### src/hdl/bir_regs.svh
// layout and reset constants for the board interrupt routing block
`ifndef BIR_REGS_SVH
`define BIR_REGS_SVH
`define BIR_NUM_INPUTS   8
`define BIR_IDX_W        3
`define BIR_MAX_CASCADE  64
`define BIR_VEC_BASE_RST 8'h20
`endif

### src/hdl/bir_pkg.sv
// types shared by the board interrupt routing block
package bir_pkg;
    typedef enum logic [1:0] {
        BIR_IDLE,
        BIR_PENDING,
        BIR_SERVICE
    } bir_state_t;
    typedef logic [2:0] bir_idx_t;
endpackage

### src/hdl/bir_prio_if.sv
// carrier between the controller and its priority resolver
`timescale 1ns/10ps
interface bir_prio_if;
    logic [7:0] req;
    logic       any;
    logic [2:0] idx;
    modport ctl (output req, input any, input idx);
    modport enc (input req, output any, output idx);
endinterface

### src/hdl/bir_prio_enc.sv
// fixed priority resolver, input zero highest
`timescale 1ns/10ps
module bir_prio_enc (
    bir_prio_if.enc p
);
    import bir_pkg::*;
    always_comb begin
        p.any = 1'b0;
        p.idx = 3'h0;
        for (int i = 7; i >= 0; i--) begin
            if (p.req[i]) begin
                p.any = 1'b1;
                p.idx = i[2:0];
            end
        end
    end
endmodule

### src/hdl/bir_cascade_master.sv
// cascade master interrupt controller with processor request routing
// ============================================================
// Summary of operation
// - bus line zero highest, seven lowest
// - master input zero highest, seven lowest
// - non-maskable request outranks all, level+edge
// - per-input local or remote vectoring
// - eight direct inputs, 64 via slaves
// - request output drives processor directly
// - parallel bit drives active-low outbound request
// - sources active high, bus lines active low
// - remote input lets slave supply vector
`timescale 1ns/10ps
`include "bir_regs.svh"
module bir_cascade_master #(
    parameter int N = `BIR_NUM_INPUTS
) (
    input  wire logic                 core_clk,
    input  wire logic                 arst_n,
    input  wire logic [N-1:0]         pic_request_input,
    input  wire logic [N-1:0]         bus_request_line_n,
    input  wire logic [N-1:0]         bus_route_sel,
    input  wire logic [N-1:0]         mask,
    input  wire logic [N-1:0]         remotely_vectored,
    input  wire logic [7:0]           vec_base,
    input  wire logic                 power_fail_request_n,
    input  wire logic                 inta,
    input  wire logic                 eoi,
    input  wire logic                 port_bit,
    output logic                      maskable_cpu_request,
    output logic                      nmi_req,
    output logic                      vec_valid,
    output logic [7:0]                vec_out,
    output logic                      slave_vec_en,
    output logic [2:0]                slave_sel,
    output logic                      outbound_bus_request_n,
    output logic [N-1:0]              in_service
);
    import bir_pkg::*;

    bir_prio_if  pif ();
    bir_state_t  state_r;
    logic [N-1:0] req_hi;
    logic [N-1:0] isr_r;
    logic [2:0]   cur_r;
    logic         pf_prev_r;

    // ============================================================
    // request conditioning
    // levels only: a source holds its line until acknowledged
    // bus lines inverted to active high
    // bus line k feeds input k, keeping order
    assign req_hi = (bus_route_sel & ~bus_request_line_n) | (~bus_route_sel & pic_request_input);
    // nothing new while one is in service
    assign pif.req = (state_r == BIR_IDLE) ? (req_hi & ~mask) : '0;

    bir_prio_enc u_enc (
        .p (pif)
    );

    // ============================================================
    // request state machine
    // resolver choice captured
    always_ff @(posedge core_clk or negedge arst_n) begin
        if (!arst_n) begin
            state_r <= BIR_IDLE;
            cur_r   <= 3'h0;
            isr_r   <= '0;
        end else begin
            unique case (state_r)
                BIR_IDLE: begin
                    if (pif.any) begin
                        state_r <= BIR_PENDING;
                        cur_r   <= pif.idx;
                    end
                end
                BIR_PENDING: begin
                    if (inta) begin
                        state_r      <= BIR_SERVICE;
                        isr_r[cur_r] <= 1'b1;
                    end
                end
                BIR_SERVICE: begin
                    // next request released at end of service
                    if (eoi) begin
                        state_r <= BIR_IDLE;
                        isr_r   <= '0;
                    end
                end
                // a stray code falls back to idle
                default: state_r <= BIR_IDLE;
            endcase
        end
    end

    // straight from state, no gating downstream
    always_ff @(posedge core_clk or negedge arst_n) begin
        if (!arst_n) maskable_cpu_request <= 1'b0;
        else maskable_cpu_request <= (state_r == BIR_IDLE) ? pif.any : (state_r == BIR_PENDING && !inta);
    end

    // ============================================================
    // vector supply
    // local inputs answer with own vector
    // remote inputs hand the cycle to the slave
    // slave select plus slave index gives 64
    // vector is a one-cycle pulse; a remote slave owns the data then
    always_ff @(posedge core_clk or negedge arst_n) begin
        if (!arst_n) begin
            vec_valid    <= 1'b0;
            vec_out      <= 8'h00;
            slave_vec_en <= 1'b0;
            slave_sel    <= 3'h0;
        end else begin
            vec_valid    <= 1'b0;
            slave_vec_en <= 1'b0;
            if (state_r == BIR_PENDING && inta) begin
                slave_sel <= cur_r;
                if (remotely_vectored[cur_r]) slave_vec_en <= 1'b1;
                else begin
                    vec_valid <= 1'b1;
                    vec_out   <= vec_base + {5'h00, cur_r};
                end
            end
        end
    end

    // at most one bit is set, so eoi clears them all
    assign in_service = isr_r;

    // ============================================================
    // non-maskable path
    // level or falling edge, never masked
    // fed from the active-low power fail line
    always_ff @(posedge core_clk or negedge arst_n) begin
        if (!arst_n) begin
            pf_prev_r <= 1'b1;
            nmi_req   <= 1'b0;
        end else begin
            pf_prev_r <= power_fail_request_n;
            nmi_req   <= ~power_fail_request_n | (pf_prev_r & ~power_fail_request_n);
        end
    end

    // ============================================================
    // outbound bus request
    // parallel bit drives bus request
    // driven active low
    // registered so a port glitch never reaches the bus
    always_ff @(posedge core_clk or negedge arst_n) begin
        if (!arst_n) outbound_bus_request_n <= 1'b1;
        else outbound_bus_request_n <= ~port_bit;
    end

    // ============================================================
    // checks
    a_nmi_follows_pf: assert property (@(posedge core_clk) disable iff (!arst_n)
        !power_fail_request_n |=> nmi_req)
        else $error("nmi not raised on power fail");
    a_outbound_low: assert property (@(posedge core_clk) disable iff (!arst_n)
        port_bit |=> !outbound_bus_request_n)
        else $error("outbound request not driven low");
    a_pick_highest: assert property (@(posedge core_clk) disable iff (!arst_n)
        (state_r == BIR_IDLE && pif.req[0]) |=> cur_r == 3'h0)
        else $error("input zero not chosen first");
    a_one_at_time: assert property (@(posedge core_clk) disable iff (!arst_n)
        (state_r == BIR_SERVICE && !eoi) |=> state_r == BIR_SERVICE)
        else $error("service left without end");
    a_local_vector: assert property (@(posedge core_clk) disable iff (!arst_n)
        (state_r == BIR_PENDING && inta && !remotely_vectored[cur_r]) |=> vec_valid && !slave_vec_en)
        else $error("local vector missing");
    a_remote_vector: assert property (@(posedge core_clk) disable iff (!arst_n)
        (state_r == BIR_PENDING && inta && remotely_vectored[cur_r]) |=> slave_vec_en && !vec_valid)
        else $error("slave not given the vector cycle");
    a_req_direct: assert property (@(posedge core_clk) disable iff (!arst_n)
        (state_r == BIR_PENDING && !inta) |=> maskable_cpu_request)
        else $error("request output dropped while pending");
    a_bus_polarity: assert property (@(posedge core_clk) disable iff (!arst_n)
        (state_r == BIR_IDLE && bus_route_sel[0] && !bus_request_line_n[0] && !mask[0]) |=> maskable_cpu_request)
        else $error("low bus line not seen as request");

    // ============================================================
    // checks: nmi, outbound, vector, service, idle and request selection behaviour
    a_nmi_level_off: assert property (@(posedge core_clk) disable iff (!arst_n)
        power_fail_request_n |=> !nmi_req)
        else $error("nmi held without power fail");
    a_outbound_idle: assert property (@(posedge core_clk) disable iff (!arst_n)
        !port_bit |=> outbound_bus_request_n)
        else $error("outbound request driven while port bit low");
    a_vector_value: assert property (@(posedge core_clk) disable iff (!arst_n)
        (state_r == BIR_PENDING && inta && !remotely_vectored[cur_r]) |=>
            vec_out == $past(vec_base) + {5'h00, $past(cur_r)})
        else $error("local vector does not match base plus index");
    a_slave_index: assert property (@(posedge core_clk) disable iff (!arst_n)
        (state_r == BIR_PENDING && inta) |=> slave_sel == $past(cur_r))
        else $error("slave select does not name the captured input");
    a_isr_marked: assert property (@(posedge core_clk) disable iff (!arst_n)
        (state_r == BIR_PENDING && inta) |=> in_service[$past(cur_r)])
        else $error("in-service bit not set on acknowledge");
    a_eoi_clears: assert property (@(posedge core_clk) disable iff (!arst_n)
        (state_r == BIR_SERVICE && eoi) |=> (state_r == BIR_IDLE && in_service == '0))
        else $error("end of service did not release the controller");
    a_ack_drops_req: assert property (@(posedge core_clk) disable iff (!arst_n)
        (state_r == BIR_PENDING && inta) |=> !maskable_cpu_request)
        else $error("request output still high after acknowledge");
    a_quiet_service: assert property (@(posedge core_clk) disable iff (!arst_n)
        (state_r == BIR_SERVICE) |=> !maskable_cpu_request)
        else $error("request raised while one is in service");
    a_idle_no_req: assert property (@(posedge core_clk) disable iff (!arst_n)
        (state_r == BIR_IDLE && !pif.any) |=> (state_r == BIR_IDLE && !maskable_cpu_request))
        else $error("request raised with nothing pending");
    a_unselected_bus: assert property (@(posedge core_clk) disable iff (!arst_n)
        (state_r == BIR_IDLE && !bus_route_sel[0] && pic_request_input[0] && !mask[0]) |=> cur_r == 3'h0)
        else $error("high on-board source not taken as request");
    a_bus_low_picks: assert property (@(posedge core_clk) disable iff (!arst_n)
        (state_r == BIR_IDLE && !bus_request_line_n[1] && pif.req[1] && !pif.req[0]) |=> cur_r == 3'h1)
        else $error("bus line one not ranked next");
    a_pending_holds: assert property (@(posedge core_clk) disable iff (!arst_n)
        (state_r == BIR_PENDING && !inta) |=> (state_r == BIR_PENDING && cur_r == $past(cur_r)))
        else $error("pending request lost before acknowledge");
    a_vec_held: assert property (@(posedge core_clk) disable iff (!arst_n)
        !(state_r == BIR_PENDING && inta) |=> $stable(vec_out))
        else $error("vector changed outside an acknowledge");
endmodule

### config.mk
export PLATFORM = sky130hd
export DESIGN_NAME = bir_cascade_master
export DESIGN_NICKNAME = d
export VERILOG_FILES = /design/src/hdl/bir_pkg.sv /design/src/hdl/bir_prio_if.sv /design/src/hdl/bir_prio_enc.sv /design/src/hdl/bir_cascade_master.sv
export VERILOG_INCLUDE_DIRS = /design/src /design/src/hdl
export SDC_FILE = /design/constraint.sdc
export NUM_CORES = 1
export LEC_CHECK = 0
export CAP_MARGIN = 10
export CORE_MARGIN = 3
export CORE_UTILIZATION = 35
export CTS_CLUSTER_DIAMETER = 60
export DETAILED_ROUTE_END_ITERATION = 10
export DONT_BUFFER_PORTS = 1
export PLACE_DENSITY_LB_ADDON = 0.05
export SETUP_SLACK_MARGIN = 0.05
export SKIP_CTS_REPAIR_TIMING = 1
export SLEW_MARGIN = 15
export SYNTH_ARGS = -nofsm -noshare
export SYNTH_HDL_FRONTEND = slang
export SYNTH_HIERARCHICAL = 1
export SYNTH_SLANG_ARGS = --single-unit
### constraint.sdc
create_clock -name core_clk -period 3.7 [get_ports core_clk]
set_input_delay 0.185 -clock core_clk [delete_from_list [all_inputs] [get_ports core_clk]]
set_output_delay 0.185 -clock core_clk [all_outputs]
set_load 0.02 [all_outputs]
==> impl_metrics.env, run 1 <==
export IMPL_die_y_um=71.7
export IMPL_min_path_type="in -> reg"
export IMPL_synth_fp_nets=200
export IMPL_grt_overflow_total=0
export IMPL_period_needed_ps=2510
export IMPL_rsz0062_at_grt="false"
export IMPL_setup_violations=0
export IMPL_synth_top_flop_cell="dfrtp_1"
export IMPL_fmax_mhz=398
export IMPL_required_ps=3870
export IMPL_root_buffer="clkbuf_8"
export IMPL_chipWidth_um=71.7
export IMPL_grt_pass1_wl_um=5440
export IMPL_place_congestion=0.812
export IMPL_mostFrequentLayoutCell="dfrtp_1"
export IMPL_skew_ps=4.55
export IMPL_clk_pin_slew_ps=60
export IMPL_yosysWarningCount=6
export IMPL_clock_sinks=29
export IMPL_insertion_delay_ps=280
export IMPL_first_pass_iters=4
export IMPL_num_io_pins=78
export IMPL_drt_wl_total_um=3590
export IMPL_final_nets=208
export IMPL_synth_edff_count=0
export IMPL_cp_end_kind="register"
export IMPL_final_area_mm2=0.00174
export IMPL_yosysSeqAreaShare_pct=48.2
export IMPL_placed_cell_area_mm2=0.00155
export IMPL_synth_ff_latch_count=29
export IMPL_via_count=1117
export IMPL_antenna_found_initial=0
export IMPL_ant_nets=0
export IMPL_final_util_pct=42.5
export IMPL_p_leak_nw=0.766
export IMPL_holdWs_ps=15.9
export IMPL_r2r_start="state_r[1]$_DFFE_PN0P_"
export IMPL_cts_tree="done"
export IMPL_worst_pin_slew_ps=1110
export IMPL_avgRoutedWirePerCell_um=17.9
export IMPL_n_fill_cell=409
export IMPL_pwr_density_cell_mw_per_mm2=885
export IMPL_initial_core_util_pct=36.9
export IMPL_syn_area_mm2=0.00151
export IMPL_hpwl_um=2600
export IMPL_worstPathArrival_ps=2680
export IMPL_final_cell_mix="dfrtp_1, nor2_1, mux2_2"
export IMPL_num_rows=23
export IMPL_report_final_hold_viol_count=0
export IMPL_fin_tns_setup_ps=0
export IMPL_clockBufferDepth=2
export IMPL_slew_violations=0
export IMPL_critPathLaunchType="register"
export IMPL_drtIter0Drc=48
export IMPL_areaGrowthSynthToFinish_pct=15.2
export IMPL_drive_above_1_share_pct=18.5
export IMPL_port_buffers=0
export IMPL_core_mm2=0.00409
export IMPL_track_usage_pct=13.8
export IMPL_grt_pass1_vias=1141
export IMPL_die_area_mm2=0.00514
export IMPL_vias_per_cell=5.56
export IMPL_cts_buffers=5
export IMPL_synth_cells=142
export IMPL_ys_types=34
export IMPL_period_share_pct=67.9
export IMPL_avgSynthCellArea_um2=10.6
export IMPL_async_flop_share_pct=100
export IMPL_cp_max_fo=8
export IMPL_multi_input_area_um2=738
export IMPL_grt_max_degree=30
export IMPL_maxCapViolations=0
export IMPL_crit_type="reg -> reg"
export IMPL_vdd_drop_max_uv=336
export IMPL_drc_errors=0
export IMPL_status="finished, final reports clean"
export IMPL_seq_area_um2=727
export IMPL_startpoint="state_r[1]$_DFFE_PN0P_"
export IMPL_antennaDiodeCount=0
export IMPL_hp_start="eoi"
export IMPL_slew_headroom_pct=24.3
export IMPL_htree_levels=2
-- layer usage --
| layer | up-vias | wire length (µm) | global-route usage, % | part of all wire (%) |
|---|---|---|---|---|
| met5 | - | 0 | 0 | 0 |
| met4 | 0 | 58 | 6.26 | 1.6 |
| met3 | 7 | 341 | 6.03 | 9.5 |
| met2 | 53 | 1680 | 21.6 | 47 |
| met1 | 530 | 1510 | 16.3 | 42 |
| li1 | 527 | - | - | - |
-- synth_stat cells (2+ instances only) --
master	instances	area [µm²]
nand2_1	4	15.0
nor3_1	2	10.0
inv_1	7	26.3
a2111oi_0	8	70.1
mux2_2	15	169
a21oi_1	11	55.1
xor2_1	5	43.8
dfrtp_1	28	701
nor2_1	26	97.6
o21ai_0	2	10.0
ha_1	3	37.5
nor2b_1	5	31.3
a31oi_1	2	12.5
clkbuf_1	2	7.51
mux2i_1	3	30.0
-- worst paths after layout --
| kind | endpoint | depth (start not counted) | slack (ps) |
|---|---|---|---|
| max in group asynchronous | outbound_bus_request_n$_DFF_PN1_ | 2 | 3110 |
| worst min register to register | state_r[0]$_DFFE_PN0P_ | 1 | 530 |
| worst max-delay path | cur_r[0]$_DFFE_PN0P_ | 5 | 1190 |
| min in group asynchronous | slave_sel[2]$_DFFE_PN0P_ | 2 | 350 |
| worst max register to register | cur_r[0]$_DFFE_PN0P_ | 5 | 1190 |
| worst min-delay path | state_r[1]$_DFFE_PN0P_ | 1 | 20 |
-- power by group --
group / switching (mW) / total [mW] / leakage (nW) / internal [mW]
Combinational: 0.219 / 0.438 / 0.336 / 0.218
Sequential: 0.258 / 0.707 / 0.362 / 0.450
Clock: 0.126 / 0.393 / 0.0681 / 0.267
Total: 0.603 / 1.54 / 0.766 / 0.935
-- critical path, cell delays in order (launching register included) --
cell,delay [ps]
dfrtp_1,430
or2_2,390
a2111oi_0,950
o21bai_1,250
o41ai_1,100
mux2_2,290
-- registers in the layout, indices dropped and copies added, names as in the netlist --
signal                  cells
outbound_bus_request_n      1
slave_vec_en                1
in_service                  8
nmi_req                     1
vec_valid                   1
maskable_cpu_request        1
vec_out                     8
state_r                     2
cur_r                       3
slave_sel                   3
-- cell families (layout without fill, tap and decap cells) --
| kind of cell | count (synthesis) | in the layout | synth area share [%] |
|---|---|---|---|
| xor gates and xnor gates | 6 | 6 | 3.48 |
| DFF | 29 | 29 | 48.2 |
| muxes | 18 | 18 | 13.2 |
| buffers and inverters | 10 | 19 | 2.99 |
| AOI/OAI and AO/OA | 28 | 28 | 12.5 |
| and+or+nand+nor | 47 | 47 | 15.8 |
| adders and majority gates | 4 | 4 | 3.81 |
-- metrics by stage --
stage,setup slack [ps],power [mW],instances
CTS,1140,1.55,197
detailed placement,1140,1.14,189
finish,1190,1.54,201
global placement,1340,1.13,189
floorplan,1410,1.05,142
global route,979,1.65,201
-- cell type report --
cell class                 instances  share of cell area, %
clock buffer                       5                   3.96
clock inverter                     3                   3.74
inverter                           7                   1.51
multi-input combinational        103                   42.5
sequential                        29                   41.8
tap                               50                   3.60
timing repair buffer               4                   2.88
(Power assumes the default switching activity.)
==> inputs of run 2 (changes only) <==
--- a/config.mk
+++ b/config.mk
@@ -6,6 +6,7 @@
 export SDC_FILE = /design/constraint.sdc
 export NUM_CORES = 1
 export LEC_CHECK = 0
+export ABC_AREA = 1
 export CAP_MARGIN = 10
 export CORE_MARGIN = 3
 export CORE_UTILIZATION = 35
==> constraint.sdc (replaced) <==
create_clock -name core_clk -period 2.4 [get_ports core_clk]
set_input_delay 0.12 -clock core_clk [delete_from_list [all_inputs] [get_ports core_clk]]
set_output_delay 0.12 -clock core_clk [all_outputs]
set_load 0.02 [all_outputs]
==> impl_metrics.env, run 2 <==
export IMPL_initial_core_util_pct=38.0
export IMPL_final_nets=264
export IMPL_insertion_delay_ps=270
export IMPL_antennaDiodeCount=0
export IMPL_die_y_um=76.4
export IMPL_cp_end_kind="register"
export IMPL_synth_ff_latch_count=29
export IMPL_maxCapViolations=0
export IMPL_rsz0062_at_grt="false"
export IMPL_final_cells=272
export IMPL_core_mm2=0.00456
export IMPL_clk_pin_slew_ps=60
export IMPL_drtIter0Drc=51
export IMPL_root_buffer="clkbuf_8"
export IMPL_synthTopCellsByCount="nand2_1, dfrtp_1, nor2_1"
export IMPL_cp_max_fo=8
export IMPL_avgSynthCellArea_um2=8.81
export IMPL_hp_start="vec_base[5]"
export IMPL_chipWidth_um=76.4
export IMPL_cp_slowest_cell="a2111oi_0"
export IMPL_holdWs_ps=84.1
export IMPL_avgRoutedWirePerCell_um=15.3
export IMPL_drc_errors=0
export IMPL_synth_compound_area_share_pct=11.6
export IMPL_mostFrequentLayoutCell="nand2_1"
export IMPL_skew_ps=4.08
export IMPL_worst_path_buf_inv=3
export IMPL_drive_above_1_share_pct=15.5
export IMPL_fin_tns_setup_ps=0
export IMPL_via_count=1437
export IMPL_areaGrowthSynthToFinish_pct=11.7
export IMPL_synthMostInstantiatedCell="nand2_1"
export IMPL_cts_tree="done"
export IMPL_crit_type="reg -> reg"
export IMPL_synth_top_cell_area_share_pct=40.4
export IMPL_grt_pass1_wl_um=6910
export IMPL_slew_headroom_pct=54.0
export IMPL_synth_top_flop_cell="dfrtp_1"
export IMPL_yosysSeqAreaShare_pct=41.9
export IMPL_hpwl_um=3220
export IMPL_first_pass_iters=4
export IMPL_place_congestion=0.761
export IMPL_synthXorXnorAreaFrac_pct=0.505
export IMPL_critPathLaunchType="register"
export IMPL_final_cell_mix="nand2_1, dfrtp_1, nor2_1"
export IMPL_power_total_mw=2.50
export IMPL_drt_wl_total_um=4150
export IMPL_die_area_mm2=0.00584
export IMPL_place_inst=258
export IMPL_worstPathArrival_ps=2190
export IMPL_crit_top_cell="inv_1"
export IMPL_clockBufferDepth=2
export IMPL_dp_slack_ps=346
export IMPL_worst_pin_slew_ps=673
export IMPL_antenna_found_initial=0
export IMPL_grt_max_degree=30
export IMPL_required_ps=2550
export IMPL_async_flop_share_pct=100
export IMPL_synth_cells=197
export IMPL_crit_path_max_incr_delay_ps=490
export IMPL_synth_edff_count=0
export IMPL_cts_buffers=5
export IMPL_cp_top_family="simple AND/OR/NAND/NOR gates"
export IMPL_ys_top_cells_by_area="dfrtp_1, nand2_1, nor2_1, nand4_1, a2111oi_0"
export IMPL_slew_violations=0
export IMPL_grt_pass1_vias=1403
export IMPL_status="finished, final reports clean"
export IMPL_synth_simple_area_share_pct=34.4
export IMPL_period_share_pct=84.9
export IMPL_track_usage_pct=14.7
export IMPL_port_buffers=0
export IMPL_vias_per_cell=5.28
export IMPL_ant_nets=0
export IMPL_synth_fp_nets=255
export IMPL_synth_largest_area_cell="dfrtp_1"
export IMPL_n_fill_cell=477
export IMPL_finalWorstSetupSlack_ps=362
export IMPL_syn_area_mm2=0.00174
export IMPL_placed_cell_area_mm2=0.00178
export IMPL_period_needed_ps=2040
export IMPL_num_rows=24
export IMPL_synthMuxAreaShare_pct=0
export IMPL_num_io_pins=78
export IMPL_yosysWarningCount=6
export IMPL_pwr_density_cell_mw_per_mm2=1290
export IMPL_grt_overflow_total=0
export IMPL_clock_sinks=29
export IMPL_min_path_type="in -> reg"
export IMPL_r2r_start="state_r[1]$_DFFE_PN0P_"
export IMPL_setup_violations=0
export IMPL_synthAdderAreaFrac_pct=3.32
export IMPL_startpoint="state_r[1]$_DFFE_PN0P_"
export IMPL_ys_types=32
export IMPL_cp_cell_sequence="nor2_1 > inv_1 > a2111oi_0 > inv_1 > nand4_1 > inv_1 > nand2_1 > nand2_1 > nor2_1 > a21oi_1"
export IMPL_vdd_drop_max_uv=599
export IMPL_report_final_hold_viol_count=0
export IMPL_final_util_pct=42.5
export IMPL_fmax_mhz=491
export IMPL_htree_levels=2
export IMPL_synth_top_family_by_area="simple AND/OR/NAND/NOR gates"
export IMPL_p_leak_nw=0.924
export IMPL_final_area_mm2=0.00194
## run 2: changes by cell type after synthesis, moves of 5 or more
cell	change
a21oi_1	-6
nand4_1	+11
a41oi_1	+6
nand2_1	+42
mux2_2	-15
inv_1	+11
nand3_1	+5
nor2b_1	-5
nand4_2	+5
## run 2: path summary, 6_finish.rpt
check | endpoint | slack [ps] | depth (start not counted)
worst max register to register | cur_r[2]$_DFFE_PN0P_ | 360 | 10
worst max-delay path | cur_r[2]$_DFFE_PN0P_ | 360 | 10
worst min-delay path | vec_out[5]$_DFFE_PN0P_ | 80 | 4
max in group asynchronous | outbound_bus_request_n$_DFF_PN1_ | 1880 | 2
worst min register to register | state_r[0]$_DFFE_PN0P_ | 560 | 1
min in group asynchronous | vec_out[2]$_DFFE_PN0P_ | 290 | 2
## run 2: logic make-up (layout without fill, tap and decap cells)
family | Yosys count | in the layout
fa+ha+maj | 4 | 4
buf+inv | 28 | 38
flops | 29 | 29
simple gates | 107 | 107
compound gates | 28 | 28
xor+xnor | 1 | 1
## run 2: cell type report
class / instances / area [µm²] / area share [%]
Multi-Input combinational cell: 140 / 867 / 44.7
Sequential cell: 29 / 727 / 37.5
Inverter: 24 / 103 / 5.29
Clock buffer: 8 / 90.1 / 4.65
Tap cell: 65 / 81.3 / 4.20
Timing Repair Buffer: 6 / 70.1 / 3.62
## run 2: per-layer routing
layer	up-vias	track usage, %	routed length, µm
li1	697	-	-
met1	678	17.9	1670
met2	54	24.3	2100
met3	8	5.20	327
met4	0	4.89	51
met5	-	0	0
## run 2: report_power, final
group          internal (mW)  total (mW)  leakage, nW  switching [mW]
combinational          0.345       0.958        0.515           0.613
clock                  0.233       0.399       0.0455           0.166
sequential             0.693        1.14        0.363           0.446
total                   1.27        2.50        0.924            1.22
## run 2: worst reg2reg max path, stage by stage, from the launching register on
cell and delay (ps):
dfrtp_1 430, nor2_1 160, inv_1 140, a2111oi_0 490, inv_1 120, nand4_1 150
inv_1 50, nand2_1 60, nand2_1 160, nor2_1 130, a21oi_1 50
==> inputs of run 3 (changes only) <==
--- a/config.mk
+++ b/config.mk
@@ -6,7 +6,7 @@
 export SDC_FILE = /design/constraint.sdc
 export NUM_CORES = 1
 export LEC_CHECK = 0
-export ABC_AREA = 1
+export ABC_AREA = 0
 export CAP_MARGIN = 10
 export CORE_MARGIN = 3
 export CORE_UTILIZATION = 35
==> constraint.sdc (replaced) <==
create_clock -name core_clk -period 1.7 [get_ports core_clk]
set_input_delay 0.085 -clock core_clk [delete_from_list [all_inputs] [get_ports core_clk]]
set_output_delay 0.085 -clock core_clk [all_outputs]
set_load 0.02 [all_outputs]
==> impl_metrics.env, run 3 (synthesis results as in run 1) <==
export IMPL_fmax_mhz=546
export IMPL_switching_share_pct=40.2
export IMPL_r2r_start="cur_r[0]$_DFFE_PN0P_"
export IMPL_multi_input_area_um2=935
export IMPL_num_rows=23
export IMPL_final_cells=223
export IMPL_p_leak_nw=0.898
export IMPL_timing_rr_end="vec_out[2]$_DFFE_PN0P_"
export IMPL_place_inst=208
export IMPL_num_io_pins=78
export IMPL_clk_pin_slew_ps=60
export IMPL_r2r_cells=5
export IMPL_status="complete, but fails checks"
export IMPL_crit_type="reg -> reg"
export IMPL_power_frac_seq_pct=40.7
export IMPL_initial_core_util_pct=36.9
export IMPL_drive_above_1_share_pct=38.2
export IMPL_areaGrowthSynthToFinish_pct=37.5
export IMPL_first_pass_iters=3
export IMPL_p_comb_share_pct=42.1
export IMPL_core_mm2=0.00409
export IMPL_place_congestion=0.682
export IMPL_cts_tree="done"
export IMPL_via_count=1186
export IMPL_p_clk_share_pct=17.1
export IMPL_pwr_density_cell_mw_per_mm2=1750
export IMPL_regToRegSetupSlack_ps=-130
export IMPL_grt_pass1_vias=1202
export IMPL_finalWorstSetupSlack_ps=-132
export IMPL_vias_per_cell=5.32
export IMPL_clockBufferDepth=2
export IMPL_mostFrequentLayoutCell="dfrtp_1"
export IMPL_worst_pin_slew_ps=518
export IMPL_final_cell_mix="dfrtp_1, nor2_1, buf_4"
export IMPL_avgRoutedWirePerCell_um=17.9
export IMPL_vdd_drop_max_uv=816
export IMPL_ant_nets=0
export IMPL_port_buffers=0
export IMPL_drc_errors=0
export IMPL_die_y_um=71.7
export IMPL_antennaDiodeCount=0
export IMPL_chipWidth_um=71.7
export IMPL_period_share_pct=108
export IMPL_root_buffer="clkbuf_8"
export IMPL_setup_violations=11
export IMPL_cp_end_kind="register"
export IMPL_antenna_found_initial=0
export IMPL_drt_wl_total_um=3990
export IMPL_violations="hold timing, setup timing"
export IMPL_cts_buffers=5
export IMPL_min_path_type="in -> reg"
export IMPL_critPathLaunchType="register"
export IMPL_die_area_mm2=0.00514
export IMPL_grt_pass1_wl_um=5780
export IMPL_insertion_delay_ps=280
export IMPL_holdWs_ps=-6.19
export IMPL_maxCapViolations=0
export IMPL_report_final_hold_viol_count=1
export IMPL_seq_area_um2=728
export IMPL_worstPathArrival_ps=2000
export IMPL_required_ps=1870
export IMPL_hpwl_um=3010
export IMPL_drtIter0Drc=33
export IMPL_slew_violations=0
export IMPL_grt_overflow_total=0
export IMPL_skew_ps=5.80
export IMPL_rsz0062_at_grt="true"
export IMPL_hp_start="vec_base[4]"
export IMPL_final_nets=230
export IMPL_grt_max_degree=30
export IMPL_cp_max_fo=9
export IMPL_slew_headroom_pct=65.4
export IMPL_hold_path_end="vec_out[4]$_DFFE_PN0P_"
export IMPL_min_path_cells=2
export IMPL_clock_sinks=29
export IMPL_htree_levels=2
export IMPL_period_needed_ps=1830
export IMPL_internal_power_mw=2.17
export IMPL_p_switching_mw=1.46
export IMPL_n_fill_cell=380
export IMPL_track_usage_pct=15.0
## run 3: changes by cell type in the layout (fill, tap and decap cells not counted), sizes merged, moves of 4 or more
cell   before  now
mux2        0   15
buf         1   22
a41oi       6    0
nand2      51    4
nor2b       0    5
nand3       9    1
inv        24    7
xor2        1    5
a21oi       5   11
nand4      17    1
## run 3: worst max path at each step
stage                           start                endpoint  cells after the start  slack [ps]
2_1_floorplan    cur_r[0]$_DFFE_PN0P_  vec_out[0]$_DFFE_PN0P_                      5        -230
3_3_place_gp     cur_r[0]$_DFFE_PN0P_  vec_out[6]$_DFFE_PN0P_                      6        -180
3_5_place_dp     cur_r[0]$_DFFE_PN0P_  vec_out[6]$_DFFE_PN0P_                      6        -200
4_1_cts          cur_r[0]$_DFFE_PN0P_  vec_out[6]$_DFFE_PN0P_                      6        -210
5_1_grt        state_r[0]$_DFFE_PN0P_    cur_r[0]$_DFFE_PN0P_                      6        -210
6_report         cur_r[0]$_DFFE_PN0P_  vec_out[2]$_DFFE_PN0P_                      5        -130
## run 3: worst max-delay path: stages (launching register included)
cell	delay, ps
dfrtp_2	440
mux2_4	310
a32o_2	290
nor4_4	140
buf_6	190
mux2_2	340
## run 3: power by group through the flow
stage	Sequential [mW]	Combinational (mW)	Clock (mW)
after floorplan	1.44	1.06	0
after global placement	1.49	1.36	0
after detailed placement	1.49	1.39	0
after CTS	1.48	1.40	0.643
after global routing	1.52	1.70	0.676
final	1.48	1.53	0.623
## run 3: area by class of cell
type / count / share of cell area (%)
flip-flops and latches: 29 / 35.1
clock buffers: 7 / 4.64
multi-input cells: 103 / 45.1
well taps: 50 / 3.02
inverters: 7 / 1.27
clock inverters: 1 / 0.241
repair buffers: 26 / 10.7
## run 3: through the flow
| step | utilization, % | setup TNS, ps | instance area (µm²) | setup slack [ps] | power [mW] |
|---|---|---|---|---|---|
| after floorplan | - | -2080 | 1670 | -233 | 2.50 |
| after global placement | 45.0 | -1360 | 1840 | -180 | 2.85 |
| after detailed placement | 45.0 | -1770 | 1840 | -199 | 2.88 |
| after CTS | 47.5 | -1920 | 1940 | -208 | 3.53 |
| after global routing | 50.8 | -2070 | 2070 | -215 | 3.90 |
| final | 50.8 | -1170 | 2070 | -132 | 3.63 |
## run 3: per-layer routing
metal / wire length [µm] / GRT usage (%)
met5: 0 / 0
met4: 75 / 8.77
met3: 353 / 6.03
met2: 2010 / 23.2
met1: 1550 / 17.4
